`config.mk`:
```
export PLATFORM = sky130hd
export DESIGN_NAME = dsfr_flag_regs
export DESIGN_NICKNAME = d
export VERILOG_FILES = /design/src/shared/dsfr_pkg.sv /design/src/dsfr_int_pin.sv /design/src/dsfr_flag_regs.sv
export VERILOG_INCLUDE_DIRS = /design/src /design/src/shared
export SDC_FILE = /design/constraint.sdc
export NUM_CORES = 1
export LEC_CHECK = 0
export BUFFER_PORTS_ARGS = -buffer_cell sky130_fd_sc_hd__buf_2
export CAP_MARGIN = 20
export CORE_MARGIN = 4
export CORE_UTILIZATION = 35
export CTS_CLUSTER_DIAMETER = 60
export DETAILED_ROUTE_END_ITERATION = 12
export PLACE_DENSITY_LB_ADDON = 0.05
export SLEW_MARGIN = 10
export SYNTH_ARGS = -nofsm -noshare
export SYNTH_HDL_FRONTEND = slang
export SYNTH_SLANG_ARGS = --single-unit
```
`constraint.sdc`:
```
create_clock -name mclk -period 4.5 [get_ports mclk]
set_input_delay 0.45 -clock mclk [delete_from_list [all_inputs] [get_ports mclk]]
set_output_delay 0.45 -clock mclk [all_outputs]
set_load 0.05 [all_outputs]
```
`src/shared/dsfr_defines.svh`:
```
`ifndef DSFR_DEFINES_SVH
`define DSFR_DEFINES_SVH
// register offsets
`define DSFR_OFF_GAIN_STATUS   7'h26
`define DSFR_OFF_RSV_LO        7'h27
`define DSFR_OFF_RSV_HI        7'h29
`define DSFR_OFF_OVF_STICKY    7'h2A
`define DSFR_OFF_OVF_LIVE      7'h2B
`define DSFR_OFF_OC_STICKY     7'h2C
`define DSFR_OFF_RSV_2D        7'h2D
`define DSFR_OFF_OC_LIVE       7'h2E
`define DSFR_OFF_RSV_2F        7'h2F
`define DSFR_OFF_INTERRUPT_PIN_ONE_CTRL     7'h30
`define DSFR_OFF_INTERRUPT_PIN_TWO_CTRL     7'h31
// field positions
`define DSFR_BIT_GAIN_MATCH    4
`define DSFR_BIT_FLAG          7
`define DSFR_BIT_OC_EN         3
`define DSFR_BIT_PULSE_MODE    0
// reset values
`define DSFR_RST_FLAG          1'b0
`define DSFR_RST_CTRL          8'h00
// timing
`define DSFR_PULSE_MS          2
`define DSFR_CLK_MHZ           100
`define DSFR_PULSE_CYCLES      (`DSFR_PULSE_MS * 1000 * `DSFR_CLK_MHZ)
`endif

```
`src/shared/dsfr_pkg.sv`:
```
package dsfr_pkg;
	// one register access from the control port
	typedef struct packed {
		logic       rd;
		logic       wr;
		logic [6:0] addr;
		logic [7:0] wdata;
	} dsfr_req_t;
	// raw status conditions from the analog and dsp blocks
	typedef struct packed {
		logic gain_match;
		logic dac_overflow;
		logic hp_overcurrent;
	} dsfr_cond_t;
endpackage : dsfr_pkg

```
`src/dsfr_int_pin.sv`:
```
`timescale 1ns/1ns
`include "dsfr_defines.svh"
// one interrupt pin: single 2 ms pulse or a train of 2 ms pulses
module dsfr_int_pin #(
	parameter int PULSE_CYCLES = `DSFR_PULSE_CYCLES
) (
	// clock and reset
	input  wire logic mclk,
	input  wire logic reset_n,
	// control
	input  wire logic enable,
	input  wire logic train_mode,
	input  wire logic oc_rise,
	input  wire logic stop_train,
	// pin
	output logic      pin
);
	typedef enum logic [1:0] {DSFR_IDLE, DSFR_HIGH, DSFR_LOW} dsfr_pin_state_t;
	dsfr_pin_state_t st_r, st_nxt;
	logic [31:0] cnt_r;
	wire         cnt_done = (cnt_r == 32'(PULSE_CYCLES - 1));
	wire         start    = enable & oc_rise;

	// pulse sequencer; a read stop wins over a restart in the low phase
	always_comb begin
		st_nxt = st_r;
		unique case (st_r)
			DSFR_IDLE: if (start) st_nxt = DSFR_HIGH;
			DSFR_HIGH: if (stop_train) st_nxt = DSFR_IDLE;
				else if (cnt_done) st_nxt = train_mode ? DSFR_LOW : DSFR_IDLE;
			DSFR_LOW:  if (stop_train) st_nxt = DSFR_IDLE;
				else if (cnt_done) st_nxt = DSFR_HIGH;
			// the fourth code is no state; fall back to idle rather than stick
			default:   st_nxt = DSFR_IDLE;
		endcase
	end

	always_ff @(posedge mclk or negedge reset_n) begin
		if (!reset_n) begin
			st_r  <= DSFR_IDLE;
			cnt_r <= 32'h0;
			pin   <= 1'b0;
		end else begin
			st_r  <= st_nxt;
			cnt_r <= (st_nxt != st_r || st_r == DSFR_IDLE) ? 32'h0 : cnt_r + 32'h1;
			pin   <= (st_nxt == DSFR_HIGH);
		end
	end

	property p_pulse_len;
		@(posedge mclk) disable iff (!reset_n)
		(st_r == DSFR_HIGH && cnt_done && !stop_train && !train_mode) |=> !pin;
	endproperty
	a_pulse_len: assert property (p_pulse_len) else $error("single pulse did not end");

	property p_no_int_disabled;
		@(posedge mclk) disable iff (!reset_n)
		(st_r == DSFR_IDLE && !start) |=> !pin;
	endproperty
	a_no_int_disabled: assert property (p_no_int_disabled) else $error("pin rose without cause");

	property p_stop;
		@(posedge mclk) disable iff (!reset_n)
		(st_r != DSFR_IDLE && stop_train) |=> !pin;
	endproperty
	a_stop: assert property (p_stop) else $error("train did not stop on read");
endmodule : dsfr_int_pin

```
`src/dsfr_flag_regs.sv`:
```
`timescale 1ns/1ns
`include "dsfr_defines.svh"
module dsfr_flag_regs #(
	parameter int PULSE_CYCLES = `DSFR_PULSE_CYCLES
) (
	// clock and reset
	input  wire logic             mclk,
	input  wire logic             reset_n,
	// register access from the control port, on mclk
	input  wire dsfr_pkg::dsfr_req_t req,
	output logic [7:0]            rdata,
	// raw conditions from outside the domain
	input  wire dsfr_pkg::dsfr_cond_t cond_async,
	// interrupt pins
	output logic                  interrupt_pin_one,
	output logic                  interrupt_pin_two
);
	dsfr_pkg::dsfr_cond_t s1_r, s2_r;
	logic       ovf_sticky_r, oc_sticky_r, oc_prev_r;
	logic [7:0] interrupt_pin_one_ctrl_r, interrupt_pin_two_ctrl_r;

	// decode
	wire rd_ovf_sticky = req.rd && req.addr == `DSFR_OFF_OVF_STICKY;
	wire rd_oc_sticky  = req.rd && req.addr == `DSFR_OFF_OC_STICKY;
	wire wr_interrupt_pin_one       = req.wr && req.addr == `DSFR_OFF_INTERRUPT_PIN_ONE_CTRL;
	wire wr_interrupt_pin_two       = req.wr && req.addr == `DSFR_OFF_INTERRUPT_PIN_TWO_CTRL;
	wire oc_rise       = s2_r.hp_overcurrent & ~oc_prev_r;
	wire stop_train    = rd_ovf_sticky | rd_oc_sticky;

	// two-stage synchroniser; conditions are asynchronous to mclk
	always_ff @(posedge mclk or negedge reset_n) begin
		if (!reset_n) begin
			s1_r      <= '0;
			s2_r      <= '0;
			oc_prev_r <= 1'b0;
		end else begin
			s1_r      <= cond_async;
			s2_r      <= s1_r;
			oc_prev_r <= s2_r.hp_overcurrent;
		end
	end

	// sticky flags: set dominates the clearing read so no event is lost
	always_ff @(posedge mclk or negedge reset_n) begin
		if (!reset_n) begin
			ovf_sticky_r <= `DSFR_RST_FLAG;
			oc_sticky_r  <= `DSFR_RST_FLAG;
		end else begin
			ovf_sticky_r <= s2_r.dac_overflow | (ovf_sticky_r & ~rd_ovf_sticky);
			oc_sticky_r  <= s2_r.hp_overcurrent | (oc_sticky_r & ~rd_oc_sticky);
		end
	end

	// interrupt control registers; only enable and pulse-mode bits store
	always_ff @(posedge mclk or negedge reset_n) begin
		if (!reset_n) begin
			interrupt_pin_one_ctrl_r <= `DSFR_RST_CTRL;
			interrupt_pin_two_ctrl_r <= `DSFR_RST_CTRL;
		end else begin
			if (wr_interrupt_pin_one) interrupt_pin_one_ctrl_r <= req.wdata & 8'h09;
			if (wr_interrupt_pin_two) interrupt_pin_two_ctrl_r <= req.wdata & 8'h09;
		end
	end

	// read mux; reserved and unmapped offsets return zero, flags ignore writes
	always_comb begin
		rdata = 8'h00;
		unique case (req.addr)
			`DSFR_OFF_GAIN_STATUS: rdata[`DSFR_BIT_GAIN_MATCH] = s2_r.gain_match;
			`DSFR_OFF_OVF_STICKY:  rdata[`DSFR_BIT_FLAG] = ovf_sticky_r;
			`DSFR_OFF_OVF_LIVE:    rdata[`DSFR_BIT_FLAG] = s2_r.dac_overflow;
			`DSFR_OFF_OC_STICKY:   rdata[`DSFR_BIT_FLAG] = oc_sticky_r;
			`DSFR_OFF_OC_LIVE:     rdata[`DSFR_BIT_FLAG] = s2_r.hp_overcurrent;
			`DSFR_OFF_INTERRUPT_PIN_ONE_CTRL:   rdata = interrupt_pin_one_ctrl_r;
			`DSFR_OFF_INTERRUPT_PIN_TWO_CTRL:   rdata = interrupt_pin_two_ctrl_r;
			default:               rdata = 8'h00;
		endcase
	end

	dsfr_int_pin #(.PULSE_CYCLES(PULSE_CYCLES)) u_interrupt_pin_one (
		.mclk       (mclk),
		.reset_n    (reset_n),
		.enable     (interrupt_pin_one_ctrl_r[`DSFR_BIT_OC_EN]),
		.train_mode (interrupt_pin_one_ctrl_r[`DSFR_BIT_PULSE_MODE]),
		.oc_rise    (oc_rise),
		.stop_train (stop_train),
		.pin        (interrupt_pin_one)
	);

	dsfr_int_pin #(.PULSE_CYCLES(PULSE_CYCLES)) u_interrupt_pin_two (
		.mclk       (mclk),
		.reset_n    (reset_n),
		.enable     (interrupt_pin_two_ctrl_r[`DSFR_BIT_OC_EN]),
		.train_mode (interrupt_pin_two_ctrl_r[`DSFR_BIT_PULSE_MODE]),
		.oc_rise    (oc_rise),
		.stop_train (stop_train),
		.pin        (interrupt_pin_two)
	);

	property p_sticky_set;
		@(posedge mclk) disable iff (!reset_n)
		s2_r.dac_overflow |=> ovf_sticky_r;
	endproperty
	a_sticky_set: assert property (p_sticky_set) else $error("overflow not latched");

	property p_sticky_clr;
		@(posedge mclk) disable iff (!reset_n)
		(rd_ovf_sticky && !s2_r.dac_overflow) |=> !ovf_sticky_r;
	endproperty
	a_sticky_clr: assert property (p_sticky_clr) else $error("overflow sticky not cleared");

	property p_oc_race;
		@(posedge mclk) disable iff (!reset_n)
		(rd_oc_sticky && s2_r.hp_overcurrent) |=> oc_sticky_r;
	endproperty
	a_oc_race: assert property (p_oc_race) else $error("over-current lost on read");

	property p_oc_clr;
		@(posedge mclk) disable iff (!reset_n)
		(rd_oc_sticky && !s2_r.hp_overcurrent) |=> !oc_sticky_r;
	endproperty
	a_oc_clr: assert property (p_oc_clr) else $error("over-current sticky not cleared");

	// live reads are held against the raw condition two edges back, so the synchroniser is checked too
	property p_live_ovf;
		@(posedge mclk) disable iff (!reset_n)
		($past(reset_n, 2) && req.addr == `DSFR_OFF_OVF_LIVE) |-> (rdata == {$past(cond_async.dac_overflow, 2), 7'h00});
	endproperty
	a_live_ovf: assert property (p_live_ovf) else $error("live overflow wrong");

	property p_live_oc;
		@(posedge mclk) disable iff (!reset_n)
		($past(reset_n, 2) && req.addr == `DSFR_OFF_OC_LIVE) |-> (rdata == {$past(cond_async.hp_overcurrent, 2), 7'h00});
	endproperty
	a_live_oc: assert property (p_live_oc) else $error("live over-current wrong");

	property p_gain;
		@(posedge mclk) disable iff (!reset_n)
		($past(reset_n, 2) && req.addr == `DSFR_OFF_GAIN_STATUS) |-> (rdata == {3'h0, $past(cond_async.gain_match, 2), 4'h0});
	endproperty
	a_gain: assert property (p_gain) else $error("gain status wrong");

	property p_wr_ignored;
		@(posedge mclk) disable iff (!reset_n)
		(req.wr && !req.rd && !s2_r.dac_overflow) |=> (ovf_sticky_r == $past(ovf_sticky_r));
	endproperty
	a_wr_ignored: assert property (p_wr_ignored) else $error("write changed a flag");

	property p_oc_wr_ignored;
		@(posedge mclk) disable iff (!reset_n)
		(req.wr && !req.rd && !s2_r.hp_overcurrent) |=> (oc_sticky_r == $past(oc_sticky_r));
	endproperty
	a_oc_wr_ignored: assert property (p_oc_wr_ignored) else $error("write changed over-current flag");

	property p_oc_set;
		@(posedge mclk) disable iff (!reset_n)
		s2_r.hp_overcurrent |=> oc_sticky_r;
	endproperty
	a_oc_set: assert property (p_oc_set) else $error("over-current not latched");

	property p_ovf_race;
		@(posedge mclk) disable iff (!reset_n)
		(rd_ovf_sticky && s2_r.dac_overflow) |=> ovf_sticky_r;
	endproperty
	a_ovf_race: assert property (p_ovf_race) else $error("overflow lost on read");

	property p_rsv_zero;
		@(posedge mclk) disable iff (!reset_n)
		(req.addr inside {[`DSFR_OFF_RSV_LO:`DSFR_OFF_RSV_HI], `DSFR_OFF_RSV_2D, `DSFR_OFF_RSV_2F}) |-> (rdata == 8'h00);
	endproperty
	a_rsv_zero: assert property (p_rsv_zero) else $error("reserved register not zero");

	// pin high-time counters, kept outside the sequencer so the checks see only the pins
	logic [31:0] hi1_r, hi2_r;
	wire  [31:0] pulse_last = 32'(PULSE_CYCLES - 1);
	always_ff @(posedge mclk or negedge reset_n) begin
		if (!reset_n) begin
			hi1_r <= 32'h0;
			hi2_r <= 32'h0;
		end else begin
			hi1_r <= interrupt_pin_one ? hi1_r + 32'h1 : 32'h0;
			hi2_r <= interrupt_pin_two ? hi2_r + 32'h1 : 32'h0;
		end
	end

	property p_pin1_hold;
		@(posedge mclk) disable iff (!reset_n)
		(interrupt_pin_one && !stop_train && hi1_r < pulse_last) |=> interrupt_pin_one;
	endproperty
	a_pin1_hold: assert property (p_pin1_hold) else $error("pin one pulse too short");

	property p_pin1_end;
		@(posedge mclk) disable iff (!reset_n)
		(interrupt_pin_one && hi1_r == pulse_last) |=> !interrupt_pin_one;
	endproperty
	a_pin1_end: assert property (p_pin1_end) else $error("pin one pulse too long");

	property p_pin2_hold;
		@(posedge mclk) disable iff (!reset_n)
		(interrupt_pin_two && !stop_train && hi2_r < pulse_last) |=> interrupt_pin_two;
	endproperty
	a_pin2_hold: assert property (p_pin2_hold) else $error("pin two pulse too short");

	property p_pin2_end;
		@(posedge mclk) disable iff (!reset_n)
		(interrupt_pin_two && hi2_r == pulse_last) |=> !interrupt_pin_two;
	endproperty
	a_pin2_end: assert property (p_pin2_end) else $error("pin two pulse too long");

	property p_pin1_stop;
		@(posedge mclk) disable iff (!reset_n)
		(interrupt_pin_one && stop_train) |=> !interrupt_pin_one;
	endproperty
	a_pin1_stop: assert property (p_pin1_stop) else $error("pin one ignored sticky read");

	property p_pin2_stop;
		@(posedge mclk) disable iff (!reset_n)
		(interrupt_pin_two && stop_train) |=> !interrupt_pin_two;
	endproperty
	a_pin2_stop: assert property (p_pin2_stop) else $error("pin two ignored sticky read");
endmodule : dsfr_flag_regs

```
* Word level (Yosys, flattened, before mapping) *
Index checks and enable logic that the tools add are counted.

storage, ports and cells
  register bits after elaboration = 83
  input bits = 22
  output and inout bits = 10
  word-level logic and storage cells = 74

cells by class
  add/subtract/negate cells = 2
  equal/unequal tests = 17
  muxes and demuxes = 19
  bitwise operators = 11
  reduce and logical (&&, ||, !) cells = 8

operators by type and width
  kind                                                    number
  adder 32 x 1 -> 32 bit (second input constant)          2
  equality test 32 x 18 -> 1 bit (second input constant)  2
  two-way mux 32 bit                                      2
  equality test 7 x 6 -> 1 bit (second input constant)    7
  two-way mux 2 bit                                       12
  case mux 2 bit (3 select lines)                         2
  equality test 2 x 1 -> 1 bit (second input constant)    4
  case mux 4 bit (2 select lines)                         1
  AND 1 bit                                               5
  equality test 2 bit (second input constant)             2
  logical AND 1 bit                                       4
  zero test 2 bit                                         2
  inequality test 2 bit                                   2
  case mux 1 bit (4 select lines)                         1
  inverter 1 bit                                          3
  OR 1 bit                                                3
  logical OR 1 bit                                        2
  two-way mux 1 bit                                       1

* Depth between registers and ports, before layout *
  depth in word-level cells = 8
  depth in mapped cells = 9
  gate-level depth less buffers = 6

* Cells and area by module *
Synthesis repeated with hierarchy kept, for this count alone.

second synthesis, totals
  cells, all modules = 459
  area, all modules = 4464.3 µm²

modules (own cells, without submodules)
  module          times used  cells an instance  area an instance (µm²)  seq. area each (µm²)
  dsfr_int_pin    2           203                1914.3                  875.8
  dsfr_flag_regs  1           53                 635.6                   325.3

* Least setup slack after synthesis *
Ideal clock, no wire load.

  path type = input port to output port
  start point = in req[8] in the netlist's numbering
  end point = out rdata[7]
  data arrival time = 2.040 ns
  data required time = 4.050 ns
  slack = 2.010 ns
  cell stages on the path = 5
  path buffers = 1
  cell sequence = buf_2 -> nand3b_1 -> o21ai_0 -> a21oi_1 -> nor3b_1

on the way
  word-level cells in the longest chain between the ends = 2
  elaborated cells between the ends (all ways) = 5
  classes of those cells = eq/ne (4); mux (1)

RTL lines
  item                               RTL line              text
  start, declared                    dsfr_flag_regs.sv:10  input wire dsfr_pkg::dsfr_req_t req,
  equality test 7 x 6 -> 1 bit       dsfr_flag_regs.sv:68  unique case (req.addr)
  case mux 1 bit (4 select lines) *  dsfr_flag_regs.sv:68
  end, declared                      dsfr_flag_regs.sv:11  output logic [7:0] rdata,

Mark *: on every way between the ends. The rest lies on a longest branch, timed or not.

* Worst setup path in the final report *
  start point = reg u_interrupt_pin_one.cnt_r[0]
  end point = reg u_interrupt_pin_one.cnt_r[14]

on the way
  word-level cells in the longest chain between the ends = 7
  elaborated cells between the ends (all ways) = 10
  classes of those cells = add/sub (1); eq/ne (2); mux (6); reduce/logical (1)

RTL lines
  item                                         RTL line                                text
  start, declared                              dsfr_int_pin.sv:20                      logic [31:0] cnt_r;
  start signal, assigned                       dsfr_int_pin.sv:45                      cnt_r <= (st_nxt != st_r || st_r == DSFR_IDLE) ? 32'h0 : cnt_r + 32'h1;
  equality test 32 x 18 -> 1 bit               dsfr_int_pin.sv:21                      wire cnt_done = (cnt_r == 32'(PULSE_CYCLES - 1));
  two-way mux 2 bit, on equally long branches  dsfr_int_pin.sv:32, dsfr_int_pin.sv:30
  two-way mux 2 bit, on equally long branches  dsfr_int_pin.sv:31, dsfr_int_pin.sv:29
  case mux 2 bit (3 select lines)              dsfr_int_pin.sv:27                      unique case (st_r)
  inequality test 2 bit                        dsfr_int_pin.sv:45
  logical OR 1 bit                             dsfr_int_pin.sv:45
  two-way mux 32 bit *                         dsfr_int_pin.sv:45

Marks and branches as above.
A chain may end at the register's enable or synchronous reset.

==> results.json <==
{
  "cts_resized": 0,
  "synthMuxAreaShare_pct": 1.54,
  "syn-cell-area_sq_um": 4210,
  "synthCells": 430,
  "totalWireLength_microns": 8410,
  "slew_violations": 0,
  "synthAdderAreaFrac_pct": 0.594,
  "clock_sinks": 83,
  "synth-compound-area-share_pct": 3.36,
  "crit_buf_inv": 1,
  "synth-seq-cells": 83,
  "dp_slack_ns": 1.94,
  "slowest_stage": "or3_1",
  "finalSetupTns_ns": 0,
  "grt_setup_unrepaired": "no",
  "postCtsHoldBufs": 0,
  "hold_violations": 0,
  "clockBufferDepth": 2,
  "drt_first_pass_iters": 4,
  "grtUsageMet1_pct": 16.7,
  "min_path_type": "input pin to asynchronous set/reset pin",
  "grt_max_degree": 84,
  "slowest_delay_ns": 0.58,
  "core_region_area_sq_um": 11600,
  "synth.avg_cell_area_sq_um": 9.80,
  "cts_root_buf": "clkbuf_16",
  "dp_hpwl_microns": 5560,
  "powerDensity_nw_per_um2": 401,
  "ys_async_sr_fraction_pct": 100,
  "endpoint_kind": "register",
  "finalCriticalPeriod_ns": 2.52,
  "portBuffers": 21,
  "use_met2_pct": 20.0,
  "routabilityCongestion": 0.730,
  "grt-ovfl-total": 0,
  "relSlewSlack_pct": 40.8,
  "required_ns": 4.72,
  "layout.nets": 473,
  "grt_pass1_wl_microns": 14300,
  "dieArea_sq_um": 13900,
  "fmax_mhz": 397,
  "diodes": 0,
  "tightestPinTransition_ns": 0.880,
  "cts_tree": "built",
  "start_util_pct": 36.3,
  "drc": 0,
  "fin_skew_ns": 0.00666,
  "cap_violations": 0,
  "cp_max_fo": 19,
  "vias": 3030,
  "synth_cell_types": 48,
  "worstPathCellList": "ha_1 > and3_1 > nand4_1 > nor4_2 > or3_1 > buf_16 > nor2_1",
  "synth_xor_area_share_pct": 12.1,
  "post-cts-setup-buffers": 0,
  "synth-simple-area-share_pct": 29.1,
  "viasPerCell": 5.08,
  "grt-busiest-layer": "met2",
  "row_count": 39,
  "outcome": "finished clean",
  "post_drt_wl_per_cell_microns": 14.1,
  "yosys.area.top_type": "dfrtp_1",
  "cpLargestDelayFamily": "simple AND/OR/NAND/NOR gates",
  "die_h_microns": 118,
  "yosys_warnings": 0,
  "leakage_nw": 1.98,
  "track_usage_pct": 12.8,
  "h-tree-depth": 3,
  "ir_drop_mv": 0.221,
  "drt_iter0_markers": 151,
  "numCtsBuffers": 9,
  "use_met3_pct": 4.13,
  "synthDominantCellAreaShare_pct": 49.3,
  "setup_slack_ns": 1.98,
  "clk_pin_slew_ns": 0.06,
  "antenna_found_initial": 0,
  "synth_top_family_by_area": "simple AND/OR/NAND/NOR gates",
  "grt_pass1_vias": 2884,
  "setup_violations": 0,
  "startpoint_type": "register",
  "synth.area.top_cells": "dfrtp_1, xnor2_1, nor2_1",
  "whs_ns": 0.0359,
  "finalCritPeriodShare_pct": 56.0,
  "fp.dieW_microns": 118,
  "drive_gt1_share_pct": 11.7,
  "pin_count": 32,
  "ys_seq_area_share_pct": 49.3,
  "clock_latency_ns": 0.34,
  "ant_nets": 0,
  "syn_to_final_growth_pct": 13.5,
  "synth_ff_type": "dfrtp_1",
  "synth_edf_count": 0,
  "critPathKind": "register to register",
  "cp.arrival_ns": 2.74,
  "final_util_pct": 41.2
}
[where the power goes]
part / switching (W) / internal [W]
logic: 0.000162 / 0.0000845
registers: 0.0000370 / 0.000783
clock network: 0.000293 / 0.000556
[state kept, by name (all words and copies together) (netlist names)]
register	cells
oc_sticky_r	1
s2_r	3
u_interrupt_pin_two.cnt_r	32
s1_r	3
u_interrupt_pin_two.pin	1
u_interrupt_pin_one.cnt_r	32
u_interrupt_pin_one.pin	1
oc_prev_r	1
interrupt_pin_two_ctrl_r	2
u_interrupt_pin_one.st_r	2
interrupt_pin_one_ctrl_r	2
u_interrupt_pin_two.st_r	2
ovf_sticky_r	1
[through the flow]
step | instance area (sq um) | cells | total power [W]
floorplan | 4230 | 433 | 0.00103
global placement | 4380 | 579 | 0.00106
detailed placement | 4410 | 580 | 0.00109
CTS | 4750 | 596 | 0.00196
global route | 4780 | 597 | 0.00202
finish | 4780 | 597 | 0.00191
[routing by layer]
layer | share of wire, % | vias to the layer above
met5 | 0 | -
met4 | 1.2 | 0
met3 | 3.0 | 9
met2 | 47 | 36
met1 | 49 | 1458
li1 | - | 1527
[cells in the mapped netlist (3+ instances only)]
cell / count
a21oi_1: 5
and3_1: 8
and4_1: 6
buf_4: 6
buf_6: 5
clkbuf_1: 5
dfrtp_1: 83
inv_1: 10
mux2_2: 4
nand2_1: 27
nand3_1: 26
nand3b_1: 3
nand4_1: 19
nor2_1: 77
nor2b_1: 9
nor3_1: 10
nor3b_1: 3
nor4_1: 20
nor4b_1: 4
o21ai_0: 5
or3_1: 5
xnor2_1: 34
xor2_1: 24
[final timing paths]
| check | slack [ns] | end | depth (start not counted) | from |
|---|---|---|---|---|
| max | 1.98 | u_interrupt_pin_one.cnt_r[14] | 7 | u_interrupt_pin_one.cnt_r[0] |
| min | 0.04 | interrupt_pin_two_ctrl_r[3] | 1 | reset_n |
| max reg2reg | 1.98 | u_interrupt_pin_one.cnt_r[14] | 7 | u_interrupt_pin_one.cnt_r[0] |
| min reg2reg | 0.35 | s2_r[0] | 0 | s1_r[0] |
| max in group asynchronous | 3.85 | u_interrupt_pin_two.cnt_r[22] | 2 | reset_n |
| min in group mclk | 0.21 | s1_r[2] | 1 | cond_async[2] |
[area by class of cell]
type	instances	area [sq um]
fillers	1162	6830
flip-flops and latches	83	2080
multi-input cells	322	1980
clock buffers	11	243
well taps	143	179
repair buffers	23	163
clock inverters	5	100
inverters	10	37.5
[layout by cell type (no fill, tap or decap), drive strengths merged, types with 6 or more instances in the layout]
cell type / n
nand2: 27
nand4: 20
buf: 23
xnor2: 34
inv: 10
nor4: 23
nor2b: 9
nand3: 26
xor2: 24
nor3: 11
clkbuf: 11
nor2: 77
and3: 8
and4: 6
dfrtp: 83
[cells by family (layout without fill, tap and decap cells)]
group	count (synthesis)	count (layout)
compound gates	21	21
simple gates	231	231
fa+ha+maj	2	2
flops	83	83
mux	6	6
other cells	1	4
xor+xnor	58	58
buf+inv	28	49
[worst reg2reg max path, delay by kind of cell (launching register included)]
kind | cells | cell delay, ns
flops | 1 | 0.38
buf+inv | 1 | 0.22
fa+ha+maj | 1 | 0.19
simple gates | 5 | 1.61
Power figures use the tool's default switching activity.
